[src/design/acss_pkg.sv]
// package: constants, modes and state layouts of the serial channel
package acss_pkg;

	// width of the programmable baud reload value
	localparam int ACSS_BAUD_W = 13;

	// async oversampling: sixteen baud ticks per bit, centre at tick 8
	localparam logic [3:0] ACSS_OVS_LAST = 4'hF;
	localparam logic [3:0] ACSS_OVS_MID  = 4'h7;

	// bit counters: last index of a sync byte and of the 8 data bits
	localparam logic [3:0] ACSS_SYNC_LAST = 4'h7;
	localparam logic [3:0] ACSS_DATA_LAST = 4'h7;
	// async frame: start plus 8 data bits puts the first stop at index 9
	localparam logic [3:0] ACSS_ASYNC_BASE = 4'h9;
	localparam logic [3:0] ACSS_CNT_ZERO  = 4'h0;
	localparam logic [3:0] ACSS_CNT_ONE   = 4'h1;

	typedef logic [8:0] acss_word_t;

	// frame formats
	typedef enum logic [1:0] {
		ACSS_SYNC8      = 2'h0,
		ACSS_ASYNC8     = 2'h1,
		ACSS_ASYNC9     = 2'h3,
		ACSS_ASYNC_WAKE = 2'h2
	} acss_mode_e;

	typedef enum logic [1:0] {
		ACSS_TX_IDLE  = 2'h0,
		ACSS_TX_ASYNC = 2'h1,
		ACSS_TX_SYNC  = 2'h2
	} acss_tx_st_e;

	typedef enum logic [1:0] {
		ACSS_RX_IDLE  = 2'h0,
		ACSS_RX_START = 2'h1,
		ACSS_RX_DATA  = 2'h3,
		ACSS_RX_STOP  = 2'h2
	} acss_rx_st_e;

	// configuration bits, held steady by software while a frame runs
	typedef struct packed {
		acss_mode_e             mode;
		logic                   stop2;
		logic                   par_en;
		logic                   par_odd;
		logic                   frm_chk;
		logic                   wake_filt;
		logic                   loop;
		logic                   rx_en;
		logic [ACSS_BAUD_W-1:0] reload;
	} acss_cfg_s;

	// sticky error flags
	typedef struct packed {
		logic par;
		logic frm;
		logic ovr;
	} acss_err_s;

	// one-cycle interrupt request pulses
	typedef struct packed {
		logic tx_empty;
		logic tx_done;
		logic rx;
		logic err;
	} acss_irq_s;

	typedef struct packed {
		logic meta;
		logic stable;
	} acss_sync_s;

	typedef struct packed {
		logic [ACSS_BAUD_W-1:0] cnt;
		logic                   tick;
	} acss_baud_s;

	typedef struct packed {
		acss_tx_st_e tx_st;
		logic [11:0] tx_sh;
		logic [3:0]  tx_cnt;
		logic [3:0]  tx_ph;
		logic        tx_dir;
		logic        sclk;
		acss_word_t  tx_buf;
		logic        tx_full;
		logic        txd;
		logic        rxd_oe;
		acss_rx_st_e rx_st;
		acss_word_t  rx_sh;
		logic [3:0]  rx_cnt;
		logic [3:0]  rx_ph;
		logic        rx_prev;
		acss_word_t  rx_buf;
		logic        rx_full;
		acss_err_s   err;
		acss_irq_s   irq;
	} acss_state_s;

	// idle lines are high, nothing buffered, no flags
	localparam acss_state_s ACSS_STATE_RST = '{
		tx_st:   ACSS_TX_IDLE,
		tx_sh:   12'hFFF,
		tx_cnt:  4'h0,
		tx_ph:   4'h0,
		tx_dir:  1'b0,
		sclk:    1'b1,
		tx_buf:  9'h000,
		tx_full: 1'b0,
		txd:     1'b1,
		rxd_oe:  1'b0,
		rx_st:   ACSS_RX_IDLE,
		rx_sh:   9'h000,
		rx_cnt:  4'h0,
		rx_ph:   4'h0,
		rx_prev: 1'b1,
		rx_buf:  9'h000,
		rx_full: 1'b0,
		err:     3'h0,
		irq:     4'h0
	};

endpackage

[src/design/acss_sync2.sv]
// module: two-flop synchroniser for a pin input
`timescale 1ns/100ps
module acss_sync2
	import acss_pkg::*;
(
	input  wire logic core_clk_in,
	input  wire logic rst_n_in,
	input  wire logic pin_in,
	output logic      sync_out
);

	acss_sync_s s_q;
	acss_sync_s s_d;

	// the first stage is read only by the second stage
	always_comb
	begin
		s_d.meta = pin_in;
		s_d.stable = s_q.meta;
	end

	// resets to the idle line level
	always_ff @(posedge core_clk_in)
	begin
		if (!rst_n_in)
			s_q <= 2'h3;
		else
			s_q <= s_d;
	end

	assign sync_out = s_q.stable;

endmodule

[src/design/acss_baud.sv]
// module: reloading baud rate tick generator
`timescale 1ns/100ps
module acss_baud
	import acss_pkg::*;
(
	input  wire logic                   core_clk_in,
	input  wire logic                   rst_n_in,
	input  wire logic [ACSS_BAUD_W-1:0] reload_in,
	output logic                        tick_out
);

	acss_baud_s s_q;
	acss_baud_s s_d;

	// tick once every reload+1 clocks; free running so any rate
	// comes from the core clock without touching the oscillator
	always_comb
	begin
		s_d = s_q;
		s_d.tick = 1'b0;
		if (s_q.cnt == '0)
		begin
			s_d.cnt = reload_in;
			s_d.tick = 1'b1;
		end
		else
			s_d.cnt = s_q.cnt - 1'b1;
	end

	always_ff @(posedge core_clk_in)
	begin
		if (!rst_n_in)
			s_q <= '0;
		else
			s_q <= s_d;
	end

	assign tick_out = s_q.tick;

endmodule

[src/design/acss_channel.sv]
// module: asynchronous / synchronous serial channel core
//
// Operation
// full-duplex async up to 781 kBaud
// half-duplex sync up to 3.1 MBaud
// start, 8 or 9 data, 1-2 stop
// 8 data plus wake-up address bit mode
// sync mode drives own shift clock, bytes
// sync bytes always shifted LSB first
// loop-back feeds transmitter into own receiver
// parity generated on send, checked on receive
// flag framing error on missing stop bit
// overrun when new char lands unread
// own programmable baud rate generator
// primary instance gives four interrupt requests
// secondary instance same, three interrupt requests
// receive buffer holds char until read; an overrun overwrites it with the new char
`timescale 1ns/100ps
module acss_channel
	import acss_pkg::*;
#(
	parameter bit SECONDARY = 1'b0
)(
	input  wire logic       core_clk_in,
	input  wire logic       rst_n_in,
	input  wire acss_cfg_s  cfg_in,
	input  wire acss_word_t tx_data_in,
	input  wire logic       tx_valid_in,
	output logic            tx_ready_out,
	output acss_word_t      rx_data_out,
	output logic            rx_full_out,
	input  wire logic       rx_read_in,
	output acss_err_s       err_out,
	input  wire logic       err_clr_in,
	output acss_irq_s       irq_out,
	output logic            txd_out,
	input  wire logic       rxd_in,
	output logic            rxd_out,
	output logic            rxd_oe_out
);

	acss_state_s s_q;
	acss_state_s s_d;

	logic       tick;
	logic       rxd_sync;
	logic       rx_line;
	logic       async_mode;
	logic       use_par;
	logic       n9;
	logic       tx_ninth;
	logic       rx_done;
	logic       frm_bad;
	logic       keep;
	logic       par_bad;
	logic [3:0] rx_last;
	acss_word_t word;

	// baud ticks from the core clock
	acss_baud u_baud (
		.core_clk_in (core_clk_in),
		.rst_n_in    (rst_n_in),
		.reload_in   (cfg_in.reload),
		.tick_out    (tick)
	);

	// the serial data pin is asynchronous to the core clock
	acss_sync2 u_rxd_sync (
		.core_clk_in (core_clk_in),
		.rst_n_in    (rst_n_in),
		.pin_in      (rxd_in),
		.sync_out    (rxd_sync)
	);

	// frame shape decoded from the configuration
	assign async_mode = (cfg_in.mode != ACSS_SYNC8);
	// the wake-up bit owns the ninth slot, so parity stays out of it
	assign use_par = cfg_in.par_en && (cfg_in.mode != ACSS_ASYNC_WAKE);
	assign n9 = (cfg_in.mode != ACSS_ASYNC8) || use_par;
	assign tx_ninth = use_par ? (^s_q.tx_buf[7:0] ^ cfg_in.par_odd)
		: s_q.tx_buf[8];
	assign rx_last = ACSS_DATA_LAST + {3'h0, n9};

	// loop-back takes the transmit shifter output, pins stay quiet
	assign rx_line = cfg_in.loop ? s_q.tx_sh[0] : rxd_sync;

	// next-state logic for transmitter, receiver and flags
	always_comb
	begin
		s_d = s_q;
		s_d.irq = '0;
		s_d.rx_prev = rx_line;
		rx_done = 1'b0;
		frm_bad = 1'b0;
		// a read frees the buffer; a store later in this cycle wins
		s_d.rx_full = s_q.rx_full & ~rx_read_in;
		if (err_clr_in)
			s_d.err = '0;

		// software hands over a character while the holding buffer is free
		if (tx_valid_in && !s_q.tx_full)
		begin
			s_d.tx_buf = tx_data_in;
			s_d.tx_full = 1'b1;
		end

		// transmitter; in sync mode it also clocks receptions
		unique case (s_q.tx_st)
			ACSS_TX_IDLE:
			begin
				s_d.tx_ph = ACSS_CNT_ZERO;
				s_d.sclk = 1'b1;
				if (s_q.tx_full)
				begin
					s_d.tx_full = 1'b0;
					s_d.irq.tx_empty = ~SECONDARY;
					s_d.tx_dir = 1'b1;
					if (async_mode)
					begin
						// stop bits, ninth bit, data, start; unused ninth
						// slot falls into the stop bits
						s_d.tx_sh = n9
							? {2'h3, tx_ninth, s_q.tx_buf[7:0], 1'b0}
							: {3'h7, s_q.tx_buf[7:0], 1'b0};
						s_d.tx_cnt = ACSS_ASYNC_BASE + {3'h0, n9}
							+ {3'h0, cfg_in.stop2};
						s_d.tx_st = ACSS_TX_ASYNC;
					end
					else
					begin
						s_d.tx_sh = {4'hF, s_q.tx_buf[7:0]};
						s_d.tx_cnt = ACSS_SYNC_LAST;
						s_d.tx_st = ACSS_TX_SYNC;
					end
				end
				else if (!async_mode && cfg_in.rx_en)
				begin
					// half duplex: receive only while nothing waits to go
					s_d.tx_dir = 1'b0;
					s_d.tx_sh = 12'hFFF;
					s_d.tx_cnt = ACSS_SYNC_LAST;
					s_d.tx_st = ACSS_TX_SYNC;
				end
			end

			ACSS_TX_ASYNC:
			begin
				if (tick)
				begin
					if (s_q.tx_ph == ACSS_OVS_LAST)
					begin
						s_d.tx_ph = ACSS_CNT_ZERO;
						if (s_q.tx_cnt == ACSS_CNT_ZERO)
						begin
							s_d.tx_st = ACSS_TX_IDLE;
							s_d.irq.tx_done = 1'b1;
						end
						else
						begin
							// shift in ones so the line idles high after
							s_d.tx_sh = {1'b1, s_q.tx_sh[11:1]};
							s_d.tx_cnt = s_q.tx_cnt - ACSS_CNT_ONE;
						end
					end
					else
						s_d.tx_ph = s_q.tx_ph + ACSS_CNT_ONE;
				end
			end

			ACSS_TX_SYNC:
			begin
				// one tick low, one tick high: data changes on the falling
				// edge and is sampled on the rising edge
				if (tick)
				begin
					if (s_q.sclk)
					begin
						s_d.sclk = 1'b0;
						// the first bit is already out; later bits move on
						// the fall so they are settled at the rising edge
						if (s_q.tx_cnt != ACSS_SYNC_LAST)
							s_d.tx_sh = {1'b1, s_q.tx_sh[11:1]};
					end
					else
					begin
						s_d.sclk = 1'b1;
						if (!s_q.tx_dir || cfg_in.loop)
							s_d.rx_sh = {1'b0, rx_line, s_q.rx_sh[7:1]};
						if (s_q.tx_cnt == ACSS_CNT_ZERO)
						begin
							s_d.tx_st = ACSS_TX_IDLE;
							s_d.irq.tx_done = s_q.tx_dir;
							rx_done = !s_q.tx_dir || cfg_in.loop;
						end
						else
							s_d.tx_cnt = s_q.tx_cnt - ACSS_CNT_ONE;
					end
				end
			end

			default:
				s_d.tx_st = ACSS_TX_IDLE;
		endcase

		// asynchronous receiver, independent of the transmitter
		unique case (s_q.rx_st)
			ACSS_RX_IDLE:
			begin
				s_d.rx_ph = ACSS_CNT_ZERO;
				s_d.rx_cnt = ACSS_CNT_ZERO;
				if (async_mode && cfg_in.rx_en && s_q.rx_prev && !rx_line)
					s_d.rx_st = ACSS_RX_START;
			end

			ACSS_RX_START:
			begin
				// recheck at mid bit so a short glitch is not a frame
				if (tick)
				begin
					if (s_q.rx_ph == ACSS_OVS_MID)
					begin
						s_d.rx_ph = ACSS_CNT_ZERO;
						s_d.rx_st = rx_line ? ACSS_RX_IDLE : ACSS_RX_DATA;
					end
					else
						s_d.rx_ph = s_q.rx_ph + ACSS_CNT_ONE;
				end
			end

			ACSS_RX_DATA:
			begin
				if (tick)
				begin
					if (s_q.rx_ph == ACSS_OVS_LAST)
					begin
						s_d.rx_ph = ACSS_CNT_ZERO;
						s_d.rx_sh = {rx_line, s_q.rx_sh[8:1]};
						if (s_q.rx_cnt == rx_last)
							s_d.rx_st = ACSS_RX_STOP;
						else
							s_d.rx_cnt = s_q.rx_cnt + ACSS_CNT_ONE;
					end
					else
						s_d.rx_ph = s_q.rx_ph + ACSS_CNT_ONE;
				end
			end

			ACSS_RX_STOP:
			begin
				// only the first stop bit is checked; a second one is idle
				if (tick)
				begin
					if (s_q.rx_ph == ACSS_OVS_LAST)
					begin
						s_d.rx_st = ACSS_RX_IDLE;
						frm_bad = cfg_in.frm_chk && !rx_line;
						rx_done = 1'b1;
					end
					else
						s_d.rx_ph = s_q.rx_ph + ACSS_CNT_ONE;
				end
			end
		endcase

		// align the received word; an 8-bit async frame sits high
		if (!async_mode)
			word = {1'b0, s_d.rx_sh[7:0]};
		else if (n9)
			word = s_d.rx_sh;
		else
			word = {1'b0, s_d.rx_sh[8:1]};

		// address-only filter in wake-up mode drops data characters
		keep = !(async_mode && cfg_in.mode == ACSS_ASYNC_WAKE
			&& cfg_in.wake_filt && !word[8]);
		par_bad = async_mode && use_par
			&& (word[8] != (^word[7:0] ^ cfg_in.par_odd));

		// store a completed character; flags set here beat the clear
		if (rx_done && keep)
		begin
			if (s_q.rx_full && !rx_read_in)
				s_d.err.ovr = 1'b1;
			s_d.rx_buf = word;
			s_d.rx_full = 1'b1;
			s_d.irq.rx = 1'b1;
			if (par_bad)
				s_d.err.par = 1'b1;
			if (frm_bad)
				s_d.err.frm = 1'b1;
			s_d.irq.err = par_bad || frm_bad
				|| (s_q.rx_full && !rx_read_in);
		end

		// pin levels; loop-back keeps the pins idle
		if (cfg_in.loop)
			s_d.txd = 1'b1;
		else if (async_mode)
			s_d.txd = s_d.tx_sh[0];
		else
			s_d.txd = s_d.sclk;
		s_d.rxd_oe = (s_d.tx_st == ACSS_TX_SYNC) && s_d.tx_dir
			&& !async_mode && !cfg_in.loop;
	end

	// the whole state registers on every rising edge
	always_ff @(posedge core_clk_in)
	begin
		if (!rst_n_in)
			s_q <= ACSS_STATE_RST;
		else
			s_q <= s_d;
	end

	// the holding buffer accepts while it is empty
	assign tx_ready_out = !s_q.tx_full;

	// user side and pins straight from the state register
	assign rx_data_out = s_q.rx_buf;
	assign rx_full_out = s_q.rx_full;
	assign err_out = s_q.err;
	assign irq_out = s_q.irq;
	assign txd_out = s_q.txd;
	assign rxd_out = s_q.tx_sh[0];
	assign rxd_oe_out = s_q.rxd_oe;

endmodule

[config.mk]
export PLATFORM = sky130hd
export DESIGN_NAME = acss_channel
export DESIGN_NICKNAME = d
export VERILOG_FILES = /design/src/design/acss_pkg.sv /design/src/design/acss_sync2.sv /design/src/design/acss_baud.sv /design/src/design/acss_channel.sv
export SDC_FILE = /design/constraint.sdc
export NUM_CORES = 1
export LEC_CHECK = 0
export BUFFER_PORTS_ARGS = -buffer_cell sky130_fd_sc_hd__buf_2
export CAP_MARGIN = 15
export CORE_MARGIN = 4
export CORE_UTILIZATION = 30
export CTS_CLUSTER_SIZE = 40
export DETAILED_ROUTE_END_ITERATION = 10
export PLACE_DENSITY = 0.5
export SLEW_MARGIN = 20
export SYNTH_ARGS = -nofsm -noshare
export SYNTH_HDL_FRONTEND = slang
export SYNTH_HIERARCHICAL = 1
export SYNTH_SLANG_ARGS = --single-unit
[constraint.sdc]
create_clock -name core_clk_in -period 4.4 [get_ports core_clk_in]
set_clock_uncertainty 0.15 [all_clocks]
set_input_delay 0.22 -clock core_clk_in [delete_from_list [all_inputs] [get_ports core_clk_in]]
set_output_delay 0.22 -clock core_clk_in [all_outputs]
set_load 0.1 [all_outputs]
---- After elaboration in Yosys (flattened, before gate mapping) ----
Index checks and enable logic that the tools add are counted.
W data, S select, Z words.
storage, ports and cells
  flip-flop bits (word level) ............. 89
  bits of input ports ..................... 37
  output and inout port bits .............. 21
operators by class
  $add $sub $neg .......................... 8
  equal/unequal tests ..................... 34
  mux-type cells .......................... 81
  bitwise gates (word level) .............. 5
  reductions and logical operators ........ 48
operator list
  kind                     number
  $mux W18                 5
  $mux W9                  7
  $pmux W16 S3             1
  $mux W4                  10
  $mux W1                  32
  $ne A2 B2 Y1 const B     14
  $mux W12                 2
  $reduce_and A8 Y1        3
  $mux W22                 1
  $mux W2                  10
  $mux W19                 1
  $logic_and A1 B1 Y1      17
  $mux W16                 1
  $pmux W4 S2              2
  $pmux W4 S4              1
  $reduce_xor A8 Y1        2
  $mux W15                 1
  $logic_not A13 Y1        1
  $mux W13                 1
  $sub A13 B1 Y13 const B  1
  $add A4 B1 Y4 const B    3
  $ne A2 B1 Y1 const B     6
  $eq A2 B2 Y1 const B     5
  $mux W10                 1
  other kinds (27)         48

---- Longest topological paths before layout ----
  word-level depth ........................ 18
  mapped depth ............................ 12
  gate-level depth less buffers ........... 10

---- By module ----
The synthesis kept the hierarchy.
modules (own cells, without submodules)
  module        times used  cells each  area each (sq um)
  acss_channel  1           530         4,124.0
  acss_baud     1           76          698.2
  acss_sync2    1           4           52.6

---- Least setup slack after synthesis ----
No wires, ideal clock.
  path type ............................... reg2reg
  from .................................... register s_q (netlist bit rxd_out)
  to ...................................... register s_q (netlist bit err_out[2])
  arrival ................................. 2.430 ns
  data required time ...................... 4.181 ns
  slack ................................... 1.751 ns
  stages on the path, launching flop included .. 8
  clock period less this slack ............ 2.649 ns
  cell sequence ........................... dfxtp_1 mux2_2 mux2i_1 o21ai_1 xor2_1 xnor2_1 xnor3_1 o21ai_1
on the way
  cells in the longest elaborated chain, start to end .. 16
ends and longest elaborated chain
  what                    RTL line             source
  start, declared         acss_channel.sv:42   acss_state_s s_q;
  start signal, assigned  acss_channel.sv:310  s_q <= ACSS_STATE_RST;
  start signal, assigned  acss_channel.sv:312  s_q <= s_d;
  $mux W1 (*)             acss_channel.sv:85   assign rx_line = cfg_in.loop ? s_q.tx_sh[0] : rxd_sync;
  $mux W9                 acss_channel.sv:187  if (!s_q.tx_dir || cfg_in.loop)
  $mux W9                 acss_channel.sv:176  if (s_q.sclk)
  $mux W9                 acss_channel.sv:174  if (tick)
  $mux W9                 acss_channel.sv:108  unique case (s_q.tx_st)
  $mux W15                acss_channel.sv:234  if (s_q.rx_ph == ACSS_OVS_LAST)
  $mux W19                acss_channel.sv:232  if (tick)
  $mux W9 (*)             acss_channel.sv:206  unique case (s_q.rx_st)
  $mux W9                 acss_channel.sv:268  else if (n9)
  $mux W9 (*)             acss_channel.sv:266  if (!async_mode)
  $reduce_xor A8 Y1       acss_channel.sv:277  && (word[8] != (^word[7:0] ^ cfg_in.par_odd));
  $xor A1 B1 Y1           acss_channel.sv:277
  $ne A1 B1 Y1            acss_channel.sv:277
  $logic_and A1 B1 Y1     acss_channel.sv:277
  $mux W1                 acss_channel.sv:287  if (par_bad)
  $mux W4 (*)             acss_channel.sv:280  if (rx_done && keep)
Mark *: on every way between the ends. The rest lies on a longest branch, timed or not. The select of a mux whose other input is x is not followed.
A chain may end at the register's enable or synchronous reset.

---- Worst setup path in the final report ----
  from .................................... register s_q[71] in the netlist's numbering
  to ...................................... register s_q (netlist bit rx_data_out[5])
on the way
  cells in the longest elaborated chain, start to end .. 11
ends and longest elaborated chain
  what                 RTL line             source
  $eq A2 B2 Y1 (*)     acss_channel.sv:108
  $mux W9              acss_channel.sv:108
  $mux W15             acss_channel.sv:234
  $mux W19             acss_channel.sv:232
  $mux W9              acss_channel.sv:206
  $mux W9              acss_channel.sv:268
  $mux W9              acss_channel.sv:266
  $logic_not A1 Y1     acss_channel.sv:275  && cfg_in.wake_filt && !word[8]);
  $logic_and A1 B1 Y1  acss_channel.sv:275
  $logic_not A1 Y1     acss_channel.sv:274  keep = !(async_mode && cfg_in.mode == ACSS_ASYNC_WAKE
  $logic_and A1 B1 Y1  acss_channel.sv:280
Marks and branches as above.

==> reports/results.txt <==
Status = completed
CTS root buf = clkbuf_16
Via density = 5.07
Hold Path Class = primary input to flip-flop
Nets@finish = 697
Post-synth EDFFs = 0
Reg power frac = 0.428
Post-synthesis sequential area ratio = 0.366
GRT Overall Usage = 0.137
Pwr/cell area = 412 nW/um^2
R2R Path Start = s_q[71]
First-pass GRT wire length = 20400 um
GP Congestion = 0.793
Row Count = 46
Clock transition at the registers of the reported paths = 70 ps
Worst-case reg-to-reg path depth = 10
Worst Hold End = u_baud/s_q[9]
Top cell type's share of synthesized area = 0.366
Count of final hold-check violations = 0
# setup viols final = 0
P_leak = 2.17 nW
Vias after detailed routing = 4397
Synth Area in Adders = 0.0308
Asr flop ratio synth = 0
CTS tree = yes
Latest clock arrival within the worst-skew pair = 350 ps
Antenna viol nets, final = 0
Critical Path RT = 4480 ps
Fin worst setup slack = 1360 ps
Synth Area in Compound Gates = 0.233
Critical path type = flip-flop to flip-flop
Fin util = 0.354
GRT Residual Overflow = 0
Tmin final = 3040 ps
Syn nets = 659
Post-Layout Cell Count = 868
Worst hold start = cfg_in[8]
I/O Buffers = 57
CTS H-Tree Depth = 3
Cell accounting for the most synthesized area = dfxtp_1
Main combinational cell family by area after synthesis = compound AO/OA/AOI/OAI gates
Hold Crit Depth = 3
Area of the mapped netlist = 4870 um^2
Actual slew at the worst max-slew pin = 1030 ps
Setup WS pre-CTS = 1400 ps
Layout cells sized above 1 = 0.147
Starting Density = 0.307
Placed inst area = 5190 um^2
Total Wirelength = 12200 um
Vias in the first global route = 4096
Cell area after layout = 5630 um^2
Final Max Slew Viols = 0
Ant. Diodes = 0
Post-CTS Setup Bufs = 0
Worst reg-to-reg setup slack = 1360 ps
Detailed Place HPWL = 8740 um
Antenna violations before repair = 0
Remaining DRCs = 0
Post-Synth XOR/XNOR Area = 0.0601
Die width = 135 um
Comb pwr share = 0.243
RR Endpoint = rx_data_out[5]
Crit path DAT = 3120 ps
Most used DFF post-synth = dfxtp_1
Number of CTS-inserted buffers = 9
Syn Area/Cell = 7.99 um^2
Internal power = 1.58 mW
Post-synthesis mux area share = 0.0213
Peak supply drop = 0.261 mV
Synth Warn # = 6
Worst-path fanout max = 12
Drt first pass iters = 4
Synth unique cells = 71
Largest net degree at the start of global routing = 35
Final worst-path cycle share = 0.690
DIE AREA = 18400 um^2
Area delta synth->final = 15.5%
Psw = 739 uW
I/O pins = 58
Die Height = 135 um
Sw Ratio = 0.319
Clk pwr share = 0.329
Synth Register Bits = 89
Total of max-cap violations = 0
First DRT Iteration DRCs = 294
CORE AREA = 15900 um^2
Gate count of the mapped netlist = 610
DR WL/cell = 14.1 um
RSZ-0062 raised after global routing = false
Post-route setup TNS = 0 ps
Largest cells by area after synthesis = dfxtp_1 (37%), nand2_1 (7.8%), a21oi_1 (5.7%), nor2_1 (3.6%), o21ai_0 (3.5%)
Clk buf depth = 2
Hold Slack = 18.8 ps
Simple-Gate Fraction of Synth Area = 0.218
Pwr Total = 2.32 mW
Max frequency = 0.329 GHz
Startpoint Class = flip-flop
Post-Place Cells = 838
Clock sink count = 89
CP endpoint kind = flip-flop
Max-slew headroom = 0.315
## worst max path at each step
stage,slack (ps),to,startpoint,cells after the start
final,1360,rx_data_out[5],s_q[71],10
after global routing,1120,rx_full_out,s_q[71],10
after CTS,1390,rx_data_out[5],s_q[71],10
after detailed placement,1400,rx_data_out[5],s_q[71],10
after global placement,1520,rx_full_out,s_q[71],10
after floorplan,1750,err_out[2],rxd_out,7
## worst max-delay path, stage by stage, from the launching register on
cell and delay (ps):
dfxtp_1 340, inv_1 90, ha_1 350, nand2_2 200, nor3_4 390, nor2_1 90
buf_4 200, a21o_1 220, o31ai_2 540, o21ai_0 180, and2_1 190
## cells by family after synthesis
| group | count (synthesis) |
|---|---|
| simple gates | 222 |
| mux | 10 |
| compound gates | 179 |
| buf+inv | 67 |
| fa+ha+maj | 12 |
| flops | 89 |
| xor+xnor | 31 |
## layer usage
| metal | vias up | wire, um | global-route usage |
|---|---|---|---|
| li1 | 2213 | - | - |
| met1 | 2051 | 5850 | 0.186 |
| met2 | 115 | 5560 | 0.215 |
| met3 | 18 | 619 | 0.0331 |
| met4 | 0 | 205 | 0.0448 |
| met5 | - | 0 | 0 |
## synthesized netlist by cell type, types with 5 or more instances
| cell | n |
|---|---|
| nand2_1 | 101 |
| dfxtp_1 | 89 |
| a21oi_1 | 56 |
| nor2_1 | 47 |
| o21ai_0 | 34 |
| clkbuf_1 | 23 |
| buf_4 | 19 |
| a31oi_1 | 16 |
| xnor2_1 | 16 |
| inv_1 | 15 |
| a211oi_1 | 13 |
| nand3_1 | 13 |
| xor2_1 | 13 |
| ha_1 | 12 |
| o211ai_1 | 11 |
| nand2b_1 | 8 |
| and2_1 | 7 |
| mux2i_1 | 7 |
| nor3_1 | 7 |
| nor3b_1 | 6 |
| o21a_1 | 6 |
| a21o_1 | 5 |
| buf_1 | 5 |
## what timing repair did
item	4_1_cts	5_1_grt
endpoints found under the setup margin	0	0
hold endpoints to repair	15	0
hold buffers	15	0
resized for setup	0	0
## power by group through the flow
stage	Combinational [mW]	Sequential, mW	Clock, mW
after floorplan	0.443	0.998	0
after global placement	0.541	1.01	0
after detailed placement	0.552	1.01	0
after CTS	0.566	0.992	0.793
after global routing	0.634	1.00	0.821
final	0.562	0.992	0.763
## area by class of cell
class,count,area (um^2)
Multi-Input combinational cell,454,2740
Fill cell,1683,10300
Sequential cell,89,1780
Timing Repair Buffer,78,480
Clock buffer,11,233
Inverter,16,65.1
Clock inverter,4,55.1
Tap cell,216,270
## flip-flops by register name, summed over array words and instances, names as in the netlist
register	count
rxd_out	1
rx_full_out	1
u_rxd_sync/sync_out	1
u_rxd_sync/s_d	1
u_baud/tick_out	1
irq_out	4
txd_out	1
s_q	53
rx_data_out	9
rxd_oe_out	1
err_out	3
u_baud/s_q	13
## cell usage in the layout (no fill, tap or decap), drive strengths merged, types with 8 or more instances in the layout
master / count
nand3: 14
o21ai: 38
nor3: 8
o211ai: 11
ha: 12
xor2: 13
nor2: 47
nand2: 102
dfxtp: 89
a211oi: 13
clkbuf: 11
a21oi: 58
buf: 63
nand2b: 8
inv: 15
dlygate4sd3: 15
a31oi: 16
xnor2: 17
Power figures use the tool's default switching activity.
